<file path="src/panel_pkg.sv">
// ----------------------------------------------------------------------------
// Shared constants for the front panel block
// ----------------------------------------------------------------------------
package panel_pkg;

  // Clock and time figures
  localparam int unsigned CLK_FREQ_HZ   = 50_000_000;  // pclk rate
  localparam int unsigned BLINK_HALF_MS = 250;         // Half period of flash
  localparam int unsigned REPEAT_MS     = 300;         // Auto-repeat interval
  localparam int unsigned SHOW_MS       = 2000;        // Setpoint show time
  localparam int unsigned CYC_PER_MS    = CLK_FREQ_HZ / 1000;
  localparam int unsigned BLINK_CYC_DEF = BLINK_HALF_MS * CYC_PER_MS;
  localparam int unsigned REPEAT_CYC_DEF = REPEAT_MS * CYC_PER_MS;
  localparam int unsigned SHOW_CYC_DEF  = SHOW_MS * CYC_PER_MS;

  // Register byte offsets
  localparam logic [7:0] ADDR_CTRL   = 8'h00;  // Options and status inputs
  localparam logic [7:0] ADDR_MEAS   = 8'h04;  // Measured voltage
  localparam logic [7:0] ADDR_POLL   = 8'h08;  // Pollution per connection
  localparam logic [7:0] ADDR_FB     = 8'h0C;  // Frequency and balance
  localparam logic [7:0] ADDR_CMD    = 8'h10;  // Fieldbus command strobes
  localparam logic [7:0] ADDR_SETPT  = 8'h14;  // Voltage setpoint
  localparam logic [7:0] ADDR_STATUS = 8'h18;  // Block state

  // Control register fields
  localparam int CTRL_OPT_LO   = 0;   // Software release option [2:0]
  localparam int CTRL_MODE_LO  = 3;   // Signal output mode [4:3]
  localparam int CTRL_KEYLOCK  = 5;
  localparam int CTRL_REFPERM  = 6;
  localparam int CTRL_SETUP    = 7;
  localparam int CTRL_BOOTED   = 8;
  localparam int CTRL_READY    = 9;
  localparam int CTRL_ERROR    = 10;
  localparam int CTRL_HV_ON    = 11;
  localparam int CTRL_WARN     = 12;
  localparam int CTRL_POLLUTED = 13;
  localparam int CTRL_EXT_HOLD = 14;
  localparam int CTRL_W        = 15;

  // Command register strobes
  localparam int CMD_CAN_SET  = 0;
  localparam int CMD_CAN_CLR  = 1;
  localparam int CMD_ETH_SET  = 2;
  localparam int CMD_ETH_CLR  = 3;
  localparam int CMD_BUS_FAIL = 4;

  // Software release options and signal modes
  localparam logic [2:0] OPT_OFF  = 3'h0;
  localparam logic [2:0] OPT_AUTO = 3'h1;
  localparam logic [2:0] OPT_KEY  = 3'h2;
  localparam logic [2:0] OPT_CAN  = 3'h3;
  localparam logic [2:0] OPT_ETH  = 3'h4;
  localparam logic [1:0] MODE_HV   = 2'h0;
  localparam logic [1:0] MODE_WARN = 2'h1;
  localparam logic [1:0] MODE_POLL = 2'h2;

  // Value ranges, voltages in units of 100 V
  localparam logic [5:0] VOLT_BAR_BASE = 6'h1F;  // 3.1 kV, first flash
  localparam logic [5:0] VOLT_BAR_TOP  = 6'h32;  // 5.0 kV, last steady
  localparam logic [5:0] SETPT_MIN     = 6'h23;  // 3.5 kV
  localparam logic [5:0] SETPT_MAX     = 6'h32;  // 5.0 kV
  localparam logic [5:0] SETPT_RST     = 6'h2D;  // 4.5 kV after reset
  localparam int         BAR_N         = 11;
  localparam int         BAR_CENTRE    = 5;
  localparam int         FREQ_STEPS    = 9;
  localparam int         POLL_FULL     = 100;

  // Bar views, one-hot
  typedef enum logic [3:0] {
    VIEW_KV    = 4'h1,
    VIEW_HZ    = 4'h2,
    VIEW_BRUSH = 4'h4,
    VIEW_BAL   = 4'h8
  } view_t;

endpackage

</file>
<file path="src/panel_ctrl.sv">
// What this block does
// Pollution view lights selected connection LED
// Voltage view: flash lower, steady higher
// Plus/minus briefly shows setpoint on bar
// Frequency view lights one of nine
// Balance view centred, left negative, right positive
// Fault output high only ready, error free
// Signal output follows selected mode condition
// Hardware release is OR of inputs
// Automatic option releases after boot
// Keypad option toggles release on on/off
// External hold blocks local deactivation
// CAN option sets/clears from command
// Ethernet option follows fieldbus commands
// Key lock ignores keys; bus failure unlocks
// View button advances view, LED steady
// Pollution view plus/minus steps connection
// Changes repeat while held, setup inactive
// Voltage view plus/minus adjusts setpoint
// Setpoint limited 3.5 to 5.0 kV
// Setpoint auto-stored, not during setup
// Permanent reference point blocks setpoint changes
// Fixed blink divider; out-of-range step ignored
// Eleven positions; unused positions dark
//
// The register addresses and register access over APB were chosen for this implementation.
`timescale 1ns/1ns
`default_nettype none
module panel_ctrl
  import panel_pkg::*;
#(
  parameter int unsigned BLINK_CYC  = BLINK_CYC_DEF,   // Flash half period
  parameter int unsigned REPEAT_CYC = REPEAT_CYC_DEF,  // Hold repeat period
  parameter int unsigned SHOW_CYC   = SHOW_CYC_DEF     // Setpoint show time
) (
  // Clock and reset
  input  wire logic        pclk,
  input  wire logic        presetn,
  // APB slave
  input  wire logic        psel,
  input  wire logic        penable,
  input  wire logic        pwrite,
  input  wire logic [7:0]  paddr,
  input  wire logic [31:0] pwdata,
  output logic [31:0]      prdata,
  output logic             pready,
  output logic             pslverr,
  // Keypad pins, high while pressed
  input  wire logic        key_plus,
  input  wire logic        key_minus,
  input  wire logic        key_view,
  input  wire logic        key_onoff,
  // Hardware release pins
  input  wire logic        release1,
  input  wire logic        release2,
  // Front panel and plant outputs
  output logic [10:0]      bar_led,
  output logic [3:0]       view_led,
  output logic [3:0]       conn_led,
  output logic             hw_release,
  output logic             sw_release,
  output logic             fault_out,
  output logic             signal_out
);

  // --------------------------------------------------------------------------
  // Elaboration checks
  // --------------------------------------------------------------------------
  if (BLINK_CYC < 1 || REPEAT_CYC < 1 || SHOW_CYC < 1) begin : g_bad_time
    $error("panel_ctrl: time counts must be at least one cycle");
  end

  // --------------------------------------------------------------------------
  // State
  // --------------------------------------------------------------------------
  typedef struct packed {
    logic [5:0]        sync1;      // First stage, read by sync2 only
    logic [5:0]        sync2;      // Synchronised pins
    logic [3:0]        key_prev;   // Key levels of the last cycle
    logic [CTRL_W-1:0] ctrl;       // Control and status inputs
    logic              key_lock;   // Keypad disabled
    logic [5:0]        meas;       // Measured voltage
    logic [31:0]       poll;       // Four pollution percentages
    logic [7:0]        fb;         // Frequency index and balance
    logic [5:0]        setpt;      // Stored voltage setpoint
    view_t             view;       // Active bar view
    logic [1:0]        conn;       // Displayed connection
    logic              sw_rel;     // Software release
    logic [31:0]       rep_cnt;    // Auto-repeat timer
    logic [31:0]       show_cnt;   // Setpoint show timer
    logic [31:0]       blink_cnt;  // Flash divider
    logic              blink;      // Flash phase
    logic [10:0]       bar;        // Registered bar pattern
    logic              hw_rel;     // Registered hardware release
    logic              fault;      // Registered fault output
    logic              sig;        // Registered signal output
  } state_t;

  state_t s_q;  // Current state
  state_t s_d;  // Next state

  // --------------------------------------------------------------------------
  // Bus decode
  // --------------------------------------------------------------------------
  logic wr_en;    // Write access phase
  logic hit;      // Address maps to a register
  assign wr_en = psel && penable && pwrite;
  assign hit = (paddr == ADDR_CTRL) || (paddr == ADDR_MEAS) ||
               (paddr == ADDR_POLL) || (paddr == ADDR_FB) ||
               (paddr == ADDR_CMD) || (paddr == ADDR_SETPT) ||
               (paddr == ADDR_STATUS);
  // Zero wait states; unmapped addresses answer with an error
  assign pready  = 1'b1;
  assign pslverr = psel && penable && !hit;

  // Read mux from registered state only
  always_comb begin
    prdata = 32'h0000_0000;
    if (psel) begin
      case (paddr)
        ADDR_CTRL: begin
          prdata[CTRL_W-1:0]    = s_q.ctrl;
          prdata[CTRL_KEYLOCK]  = s_q.key_lock;
        end
        ADDR_MEAS:   prdata[5:0]  = s_q.meas;
        ADDR_POLL:   prdata       = s_q.poll;
        ADDR_FB:     prdata[7:0]  = s_q.fb;
        ADDR_SETPT:  prdata[5:0]  = s_q.setpt;
        ADDR_STATUS: prdata[20:0] = {s_q.bar, s_q.conn, s_q.view,
                                     s_q.sig, s_q.fault, s_q.hw_rel,
                                     s_q.sw_rel};
        default:     prdata = 32'h0000_0000;
      endcase
    end
  end

  // --------------------------------------------------------------------------
  // Bar patterns for each view
  // --------------------------------------------------------------------------
  logic [5:0]  volt_shown;   // Measured value or setpoint
  logic [7:0]  poll_sel;     // Percentage of displayed connection
  logic [10:0] pat_kv;
  logic [10:0] pat_hz;
  logic [10:0] pat_poll;
  logic [10:0] pat_bal;
  int          volt_ofs;     // Steps above 3.1 kV
  int          bal_v;        // Signed balance offset

  assign volt_shown = (s_q.show_cnt != 32'h0) ? s_q.setpt : s_q.meas;
  assign poll_sel   = s_q.poll[8*s_q.conn +: 8];
  assign volt_ofs   = int'(volt_shown) - int'(VOLT_BAR_BASE);
  assign bal_v      = int'($signed(s_q.fb[7:4]));

  for (genvar i = 0; i < BAR_N; i++) begin : g_bar
    // Two values per position: flash for the lower, steady for the higher
    assign pat_kv[i] = (volt_shown >= VOLT_BAR_BASE) &&
                       (volt_shown <= VOLT_BAR_TOP) &&
                       (volt_ofs / 2 == i) &&
                       ((volt_ofs % 2 == 1) || s_q.blink);
    assign pat_hz[i] = (int'(s_q.fb[3:0]) == i) && (i < FREQ_STEPS);
    // Bar graph of percent; LED n lights once 11*p reaches 100*(n+1)
    assign pat_poll[i] = (int'(poll_sel) * BAR_N >= (i + 1) * POLL_FULL);
    // Centre is zero, lit run extends toward the offset side
    assign pat_bal[i] = (i == BAR_CENTRE) ||
                        ((i < BAR_CENTRE) && (i >= BAR_CENTRE + bal_v)) ||
                        ((i > BAR_CENTRE) && (i <= BAR_CENTRE + bal_v));
  end

  // --------------------------------------------------------------------------
  // Keypad events
  // --------------------------------------------------------------------------
  logic [3:0] key_lvl;    // plus, minus, view, onoff
  logic       any_held;   // A repeating key is down
  logic       rep_tick;   // Repeat interval elapsed
  logic       keys_ok;    // Keypad may act
  logic       ev_plus;
  logic       ev_minus;
  logic       ev_view;
  logic       ev_onoff;

  // Keys sit in the upper four synchroniser bits, release pins below
  assign key_lvl  = s_q.sync2[5:2];
  assign any_held = |key_lvl[3:1];
  assign rep_tick = any_held && (s_q.rep_cnt == 32'h1);
  assign keys_ok  = !s_q.key_lock && !s_q.ctrl[CTRL_SETUP];
  // Press edge, or repeat while held
  assign ev_plus  = keys_ok && key_lvl[3] &&
                    (!s_q.key_prev[3] || rep_tick);
  assign ev_minus = keys_ok && key_lvl[2] &&
                    (!s_q.key_prev[2] || rep_tick);
  assign ev_view  = keys_ok && key_lvl[1] &&
                    (!s_q.key_prev[1] || rep_tick);
  // On/off never repeats, or a long press would flip the release twice
  assign ev_onoff = !s_q.key_lock && key_lvl[0] && !s_q.key_prev[0];

  // --------------------------------------------------------------------------
  // Next state
  // --------------------------------------------------------------------------
  always_comb begin
    logic [2:0] opt;
    logic [4:0] cmd;
    s_d = s_q;
    opt = s_q.ctrl[CTRL_OPT_LO +: 3];
    cmd = (wr_en && paddr == ADDR_CMD) ? pwdata[4:0] : 5'h00;

    // Pin synchronisers
    s_d.sync1    = {key_plus, key_minus, key_view, key_onoff,
                    release2, release1};
    s_d.sync2    = s_q.sync1;
    s_d.key_prev = key_lvl;

    // Register writes
    if (wr_en) begin
      case (paddr)
        ADDR_CTRL: begin
          s_d.ctrl     = pwdata[CTRL_W-1:0];
          s_d.key_lock = pwdata[CTRL_KEYLOCK];
        end
        ADDR_MEAS: s_d.meas = pwdata[5:0];
        ADDR_POLL: s_d.poll = pwdata;
        ADDR_FB:   s_d.fb   = pwdata[7:0];
        default:   s_d.ctrl = s_q.ctrl;
      endcase
    end
    // Bus failure unlocks and wins over a lock written at once
    if (cmd[CMD_BUS_FAIL]) begin
      s_d.key_lock = 1'b0;
    end

    // Fixed flash divider
    if (s_q.blink_cnt >= BLINK_CYC - 1) begin
      s_d.blink_cnt = 32'h0;
      s_d.blink     = !s_q.blink;
    end else begin
      s_d.blink_cnt = s_q.blink_cnt + 32'h1;
    end

    // Repeat timer restarts on each press and each repeat
    if (!any_held) begin
      s_d.rep_cnt = 32'h0;
    end else if (s_q.rep_cnt <= 32'h1) begin
      s_d.rep_cnt = REPEAT_CYC;
    end else begin
      s_d.rep_cnt = s_q.rep_cnt - 32'h1;
    end

    // Setpoint show timer
    if (s_q.show_cnt != 32'h0) begin
      s_d.show_cnt = s_q.show_cnt - 32'h1;
    end

    // View advances in kV, Hz, pollution, balance order
    if (ev_view) begin
      case (s_q.view)
        VIEW_KV:    s_d.view = VIEW_HZ;
        VIEW_HZ:    s_d.view = VIEW_BRUSH;
        VIEW_BRUSH: s_d.view = VIEW_BAL;
        VIEW_BAL:   s_d.view = VIEW_KV;
        default:    s_d.view = VIEW_KV;
      endcase
      s_d.show_cnt = 32'h0;
    end else if (s_q.view == VIEW_BRUSH) begin
      // Plus and minus pick the connection here
      if (ev_plus) begin
        s_d.conn = s_q.conn + 2'h1;
      end else if (ev_minus) begin
        s_d.conn = s_q.conn - 2'h1;
      end
    end else if (s_q.view == VIEW_KV && (ev_plus || ev_minus)) begin
      // Show the setpoint at once, even if the change is refused
      s_d.show_cnt = SHOW_CYC;
      if (!s_q.ctrl[CTRL_REFPERM]) begin
        // A step past either limit leaves the setpoint alone
        if (ev_plus && s_q.setpt < SETPT_MAX) begin
          s_d.setpt = s_q.setpt + 6'h01;
        end else if (ev_minus && !ev_plus && s_q.setpt > SETPT_MIN) begin
          s_d.setpt = s_q.setpt - 6'h01;
        end
      end
    end

    // Software release by option
    case (opt)
      OPT_AUTO: s_d.sw_rel = s_q.ctrl[CTRL_BOOTED];
      OPT_KEY: begin
        if (ev_onoff) begin
          // External hold keeps a set release from being cleared here
          if (!s_q.sw_rel) begin
            s_d.sw_rel = 1'b1;
          end else if (!s_q.ctrl[CTRL_EXT_HOLD]) begin
            s_d.sw_rel = 1'b0;
          end
        end
      end
      OPT_CAN: begin
        if (cmd[CMD_CAN_SET]) begin
          s_d.sw_rel = 1'b1;
        end else if (cmd[CMD_CAN_CLR]) begin
          s_d.sw_rel = 1'b0;
        end
      end
      OPT_ETH: begin
        if (cmd[CMD_ETH_SET]) begin
          s_d.sw_rel = 1'b1;
        end else if (cmd[CMD_ETH_CLR]) begin
          s_d.sw_rel = 1'b0;
        end
      end
      default: s_d.sw_rel = 1'b0;
    endcase

    // Plant outputs
    s_d.hw_rel = s_q.sync2[0] || s_q.sync2[1];
    s_d.fault  = s_q.ctrl[CTRL_READY] && !s_q.ctrl[CTRL_ERROR];
    case (s_q.ctrl[CTRL_MODE_LO +: 2])
      MODE_HV:   s_d.sig = s_q.ctrl[CTRL_HV_ON];
      MODE_WARN: s_d.sig = s_q.ctrl[CTRL_WARN];
      MODE_POLL: s_d.sig = s_q.ctrl[CTRL_POLLUTED];
      default:   s_d.sig = 1'b0;
    endcase

    // Bar pattern of the active view
    case (s_q.view)
      VIEW_KV:    s_d.bar = pat_kv;
      VIEW_HZ:    s_d.bar = pat_hz;
      VIEW_BRUSH: s_d.bar = pat_poll;
      VIEW_BAL:   s_d.bar = pat_bal;
      default:    s_d.bar = 11'h000;
    endcase
  end

  // --------------------------------------------------------------------------
  // State register
  // --------------------------------------------------------------------------
  always_ff @(posedge pclk or negedge presetn) begin
    if (!presetn) begin
      s_q       <= '0;
      s_q.setpt <= SETPT_RST;
      s_q.view  <= VIEW_KV;
    end else begin
      s_q <= s_d;
    end
  end

  // Outputs straight from flip-flops, conn_led decoded from view and conn
  assign bar_led    = s_q.bar;
  assign view_led   = s_q.view;
  assign conn_led   = (s_q.view == VIEW_BRUSH) ?
                      (4'h1 << s_q.conn) : 4'h0;
  assign hw_release = s_q.hw_rel;
  assign sw_release = s_q.sw_rel;
  assign fault_out  = s_q.fault;
  assign signal_out = s_q.sig;
endmodule
`default_nettype wire

</file>
<file path="config.mk">
export PLATFORM = sky130hd
export DESIGN_NAME = panel_ctrl
export DESIGN_NICKNAME = d
export VERILOG_FILES = /design/src/panel_pkg.sv /design/src/panel_ctrl.sv
export SDC_FILE = /design/constraint.sdc
export NUM_CORES = 1
export LEC_CHECK = 0
export BUFFER_PORTS_ARGS = -buffer_cell sky130_fd_sc_hd__buf_2
export CAP_MARGIN = 20
export CORE_AREA = 3 3 140 142
export DETAILED_ROUTE_END_ITERATION = 8
export DIE_AREA = 0 0 143 145
export PLACE_DENSITY = 0.92
export SYNTH_ARGS = -nofsm -noshare
export SYNTH_HDL_FRONTEND = slang
export SYNTH_SLANG_ARGS = --single-unit
</file>
<file path="constraint.sdc">
create_clock -name pclk -period 14.5 [get_ports pclk]
set_input_delay 2.9 -clock pclk [delete_from_list [all_inputs] [get_ports pclk]]
set_output_delay 2.9 -clock pclk [all_outputs]
set_load 0.01 [all_outputs]
</file>
==> flow_metrics.env <==
export IMPL_cts_repair_resized=0
export IMPL_postLayoutCellArea_um2=13360
export IMPL_vdd_drop_max_uv=127.1
export IMPL_post_cts_buffers=0
export IMPL_clock_path_buffers=3
export IMPL_grt_start_max_net_pins=125
export IMPL_grt_pass1_wl_um=48830
export IMPL_antenna_found_initial=0
export IMPL_grt_ovfl_total=0
export IMPL_port_buffers=106
export IMPL_synth_distinct_cells=75
export IMPL_diodes=0
export IMPL_finalPower_w=0.002028
export IMPL_p_leak_nw=6.085
export IMPL_die_h_um=145
export IMPL_final_layout_size_suffix_gt1_share_pct=19.98
export IMPL_placed_cell_area_um2=12510
export IMPL_num_rows=50
export IMPL_clock_sinks=201
export IMPL_report_final_slew_viol_count=0
export IMPL_area_growth_pct=12.54
export IMPL_cts_root_buffer="clkbuf_16"
export IMPL_max_slew_worst_pin_slew_ps=990.8
export IMPL_drt_pass1_iterations=5
export IMPL_fin_tns_setup_ps=0
export IMPL_crit_chain="buf_2, nor3_1, nand2_1, nor3_2, buf_4, a22oi_1, a21oi_1, o21a_1, buf_2"
export IMPL_hold_buffers=0
export IMPL_cts_htree_levels=1
export IMPL_hold_path_class="reg -> reg"
export IMPL_antenna_left=0
export IMPL_cp_slowest_stage_delay_ps=720
export IMPL_setup_viol=0
export IMPL_fillers=1272
export IMPL_crit_path_frequent_cell="buf_2"
export IMPL_crit_arrival_ps=5160
export IMPL_rsz0062_at_grt="false"
export IMPL_startpoint_type="input port"
export IMPL_yosysSeqAreaShare_pct=42.43
export IMPL_fin_crit_ps=8056
export IMPL_place_gp_congestion=0.9336
export IMPL_initial_core_util_pct=63.89
export IMPL_grtUsageTotal_pct=28.57
export IMPL_path_delay_family="simple AND/OR/NAND/NOR gates"
export IMPL_clock_latency_ps=520
export IMPL_clkTransAtPathRegs_ps=60
export IMPL_relSlewSlack_pct=33.94
export IMPL_slowest_stage="nor3_2"
export IMPL_async_reset_ff_share_pct=100.0
export IMPL_hpwl_um=20520
export IMPL_final_util_pct=71.90
export IMPL_final_hold_violation_count=0
export IMPL_powerDensity_nw_per_um2=151.8
export IMPL_nets=1399
export IMPL_critPathBufInv=3
export IMPL_drv_cap=0
export IMPL_avgSynthCellArea_um2=9.770
export IMPL_drt_initial_drc_count=737
export IMPL_period_share_pct=55.56
export IMPL_crit_path_end_kind="output pin"
export IMPL_core_area_um2=18580
export IMPL_die_area_um2=20740
export IMPL_grt_pass1_vias=9842
export IMPL_synthFlopType="dfrtp_1"
export IMPL_rrSetupSlack_ps=8090
export IMPL_die_x_um=143
export IMPL_cts_buffers=23
export IMPL_synth_area_um2=11870
export IMPL_critical_path_peak_fanout=26
export IMPL_clock_skew_ps=17.61
export IMPL_status="finished, final reports clean"
export IMPL_drc=0
export IMPL_crit_type="in -> out"
export IMPL_vias_per_cell=6.345
export IMPL_synth_seq_cells=201
export IMPL_finalWirelength_um=29760
export IMPL_vias=9834
export IMPL_syn_inst=1215
export IMPL_ios=108
export IMPL_synth_edf_count=0
export IMPL_cts_tree="built"
export IMPL_detail_route_wl_per_cell_um=19.20
export IMPL_max_freq_mhz=124.1
export IMPL_yosys_warnings=0
export IMPL_required_ps=11600
==> path summary, 6_finish.rpt <==
path / start / end / cells past startpoint
hold / removal: s_d[191] / s_q[191] / 0
setup reg to reg: s_q[61] / bar_led[2] / 21
hold reg to reg: s_d[191] / s_q[191] / 0
max in group asynchronous: presetn / s_q[33] / 2
setup / recovery: paddr[1] / prdata[5] / 9
min in group asynchronous: presetn / s_q[18] / 1
==> cells by family after synthesis <==
kind of cell    count (synthesis)  share of synthesized area (%)
simple gates                  440                          19.12
compound gates                227                          12.30
flops                         201                          42.43
buf+inv                       106                          4.048
xor+xnor                      100                          7.379
mux                            90                          9.118
fa+ha+maj                      49                          5.545
other cells                     2                        0.06327
==> layer usage <==
layer / vias up / GRT usage (%) / wire [µm]
met1: 4800 / 37.64 / 11980
met4: 0 / 10.50 / 1073
li1: 4507 / - / -
met5: - / 0 / 0
met2: 415 / 47.53 / 14600
met3: 112 / 4.680 / 2101
==> cells in the final DEF, fill, tap and decap left out, drive strengths merged, types with 6 or more instances in the layout <==
| master | instances |
|---|---|
| a21o | 10 |
| o21ai | 38 |
| clkbuf | 30 |
| o21a | 13 |
| dfrtp | 196 |
| and3 | 9 |
| inv | 40 |
| a22o | 7 |
| clkinv | 6 |
| nand3b | 10 |
| nor2 | 136 |
| xnor2 | 57 |
| mux2 | 65 |
| nor3 | 35 |
| nand4b | 6 |
| ha | 43 |
| o211ai | 14 |
| nor4 | 26 |
| nor2b | 9 |
| or4 | 16 |
| a22oi | 12 |
| conb | 9 |
| nor4b | 10 |
| fa | 6 |
| nand4 | 9 |
| o31ai | 10 |
| or3 | 16 |
| xor2 | 43 |
| mux4 | 8 |
| and2 | 17 |
| mux2i | 17 |
| nand3 | 37 |
| a21oi | 80 |
| a31oi | 11 |
| buf | 118 |
| nand2 | 82 |
==> cell usage after synthesis (all sizes together) (4+ instances only) <==
cell	number	share of area [%]
nor2	136	4.3
inv	38	1.2
fa	6	1.0
mux2i	17	1.4
ha	43	4.5
nor2b	9	0.47
nor3b	5	0.32
nor4	26	1.6
o211ai	14	0.89
and2	17	0.90
or2	5	0.26
or3	16	0.93
or4	16	1.1
o21ai	38	1.6
xnor2	57	4.2
nor4b	10	0.74
nand3b	10	0.63
nand4	9	0.47
and3	9	0.47
nand2b	5	0.26
mux4	8	1.5
nand3	37	1.6
nor3	35	1.5
a31oi	11	0.58
mux2	65	6.2
buf	25	1.5
o31ai	10	0.63
a22o	7	0.52
dfstp	5	1.1
nand4b	6	0.44
a21o	10	0.63
clkbuf	43	1.4
nand2	82	2.6
a22oi	12	0.76
o21a	13	0.82
a21oi	80	3.4
or4b	4	0.34
dfrtp	196	41
xor2	43	3.2
==> sequential cells by signal, indices dropped and copies added (netlist names) <==
name and flops:
view_led 4, hw_release 1, s_q 168, sw_release 1
key_lvl 4, fault_out 1, s_d 6, signal_out 1
bar_led 11, bal_v 4
==> layout make-up <==
type	count	area, µm²	area share, %
Clock buffer	28	614.3	4.599
Clock inverter	14	207.7	1.555
Inverter	38	142.6	1.068
Multi-Input combinational cell	915	6411	47.99
Sequential cell	201	5036	37.70
Tap cell	234	292.8	2.192
Timing Repair Buffer	120	654.4	4.898
==> worst reg2reg max path: stages, from the launching register on <==
cell      delay (ps)
dfrtp_1          440
nor4_2           350
nand4_1          310
or4_4            770
mux2i_1          370
inv_1             80
ha_1             350
inv_1            220
o21a_1           310
and2_1           180
ha_1             350
ha_1             340
o31ai_1          110
mux2i_1          450
o211ai_1         280
ha_1             350
nand2b_1          70
nor3_1           140
nand4_1          160
nor4_4           240
nand3_1          180
o211ai_1         250
==> metrics by stage <==
step	cells	setup slack, ps	hold slack [ps]
2_1_floorplan	1222	7107	331.2
3_3_place_gp	1503	6618	332.6
3_5_place_dp	1505	6571	337.2
4_1_cts	1547	6533	350.0
5_1_grt	1550	6345	355.1
6_report	1550	6444	343.2
==> where the power goes <==
part	total (W)	leakage [nW]	internal [W]	switching, W
Sequential	0.000808	2.64	0.000658	0.000150
Clock	0.000624	0.406	0.000392	0.000232
Combinational	0.000596	3.04	0.000261	0.000336
Total	0.00203	6.09	0.00131	0.000717
No activity file was read; power rests on OpenSTA's default activity.
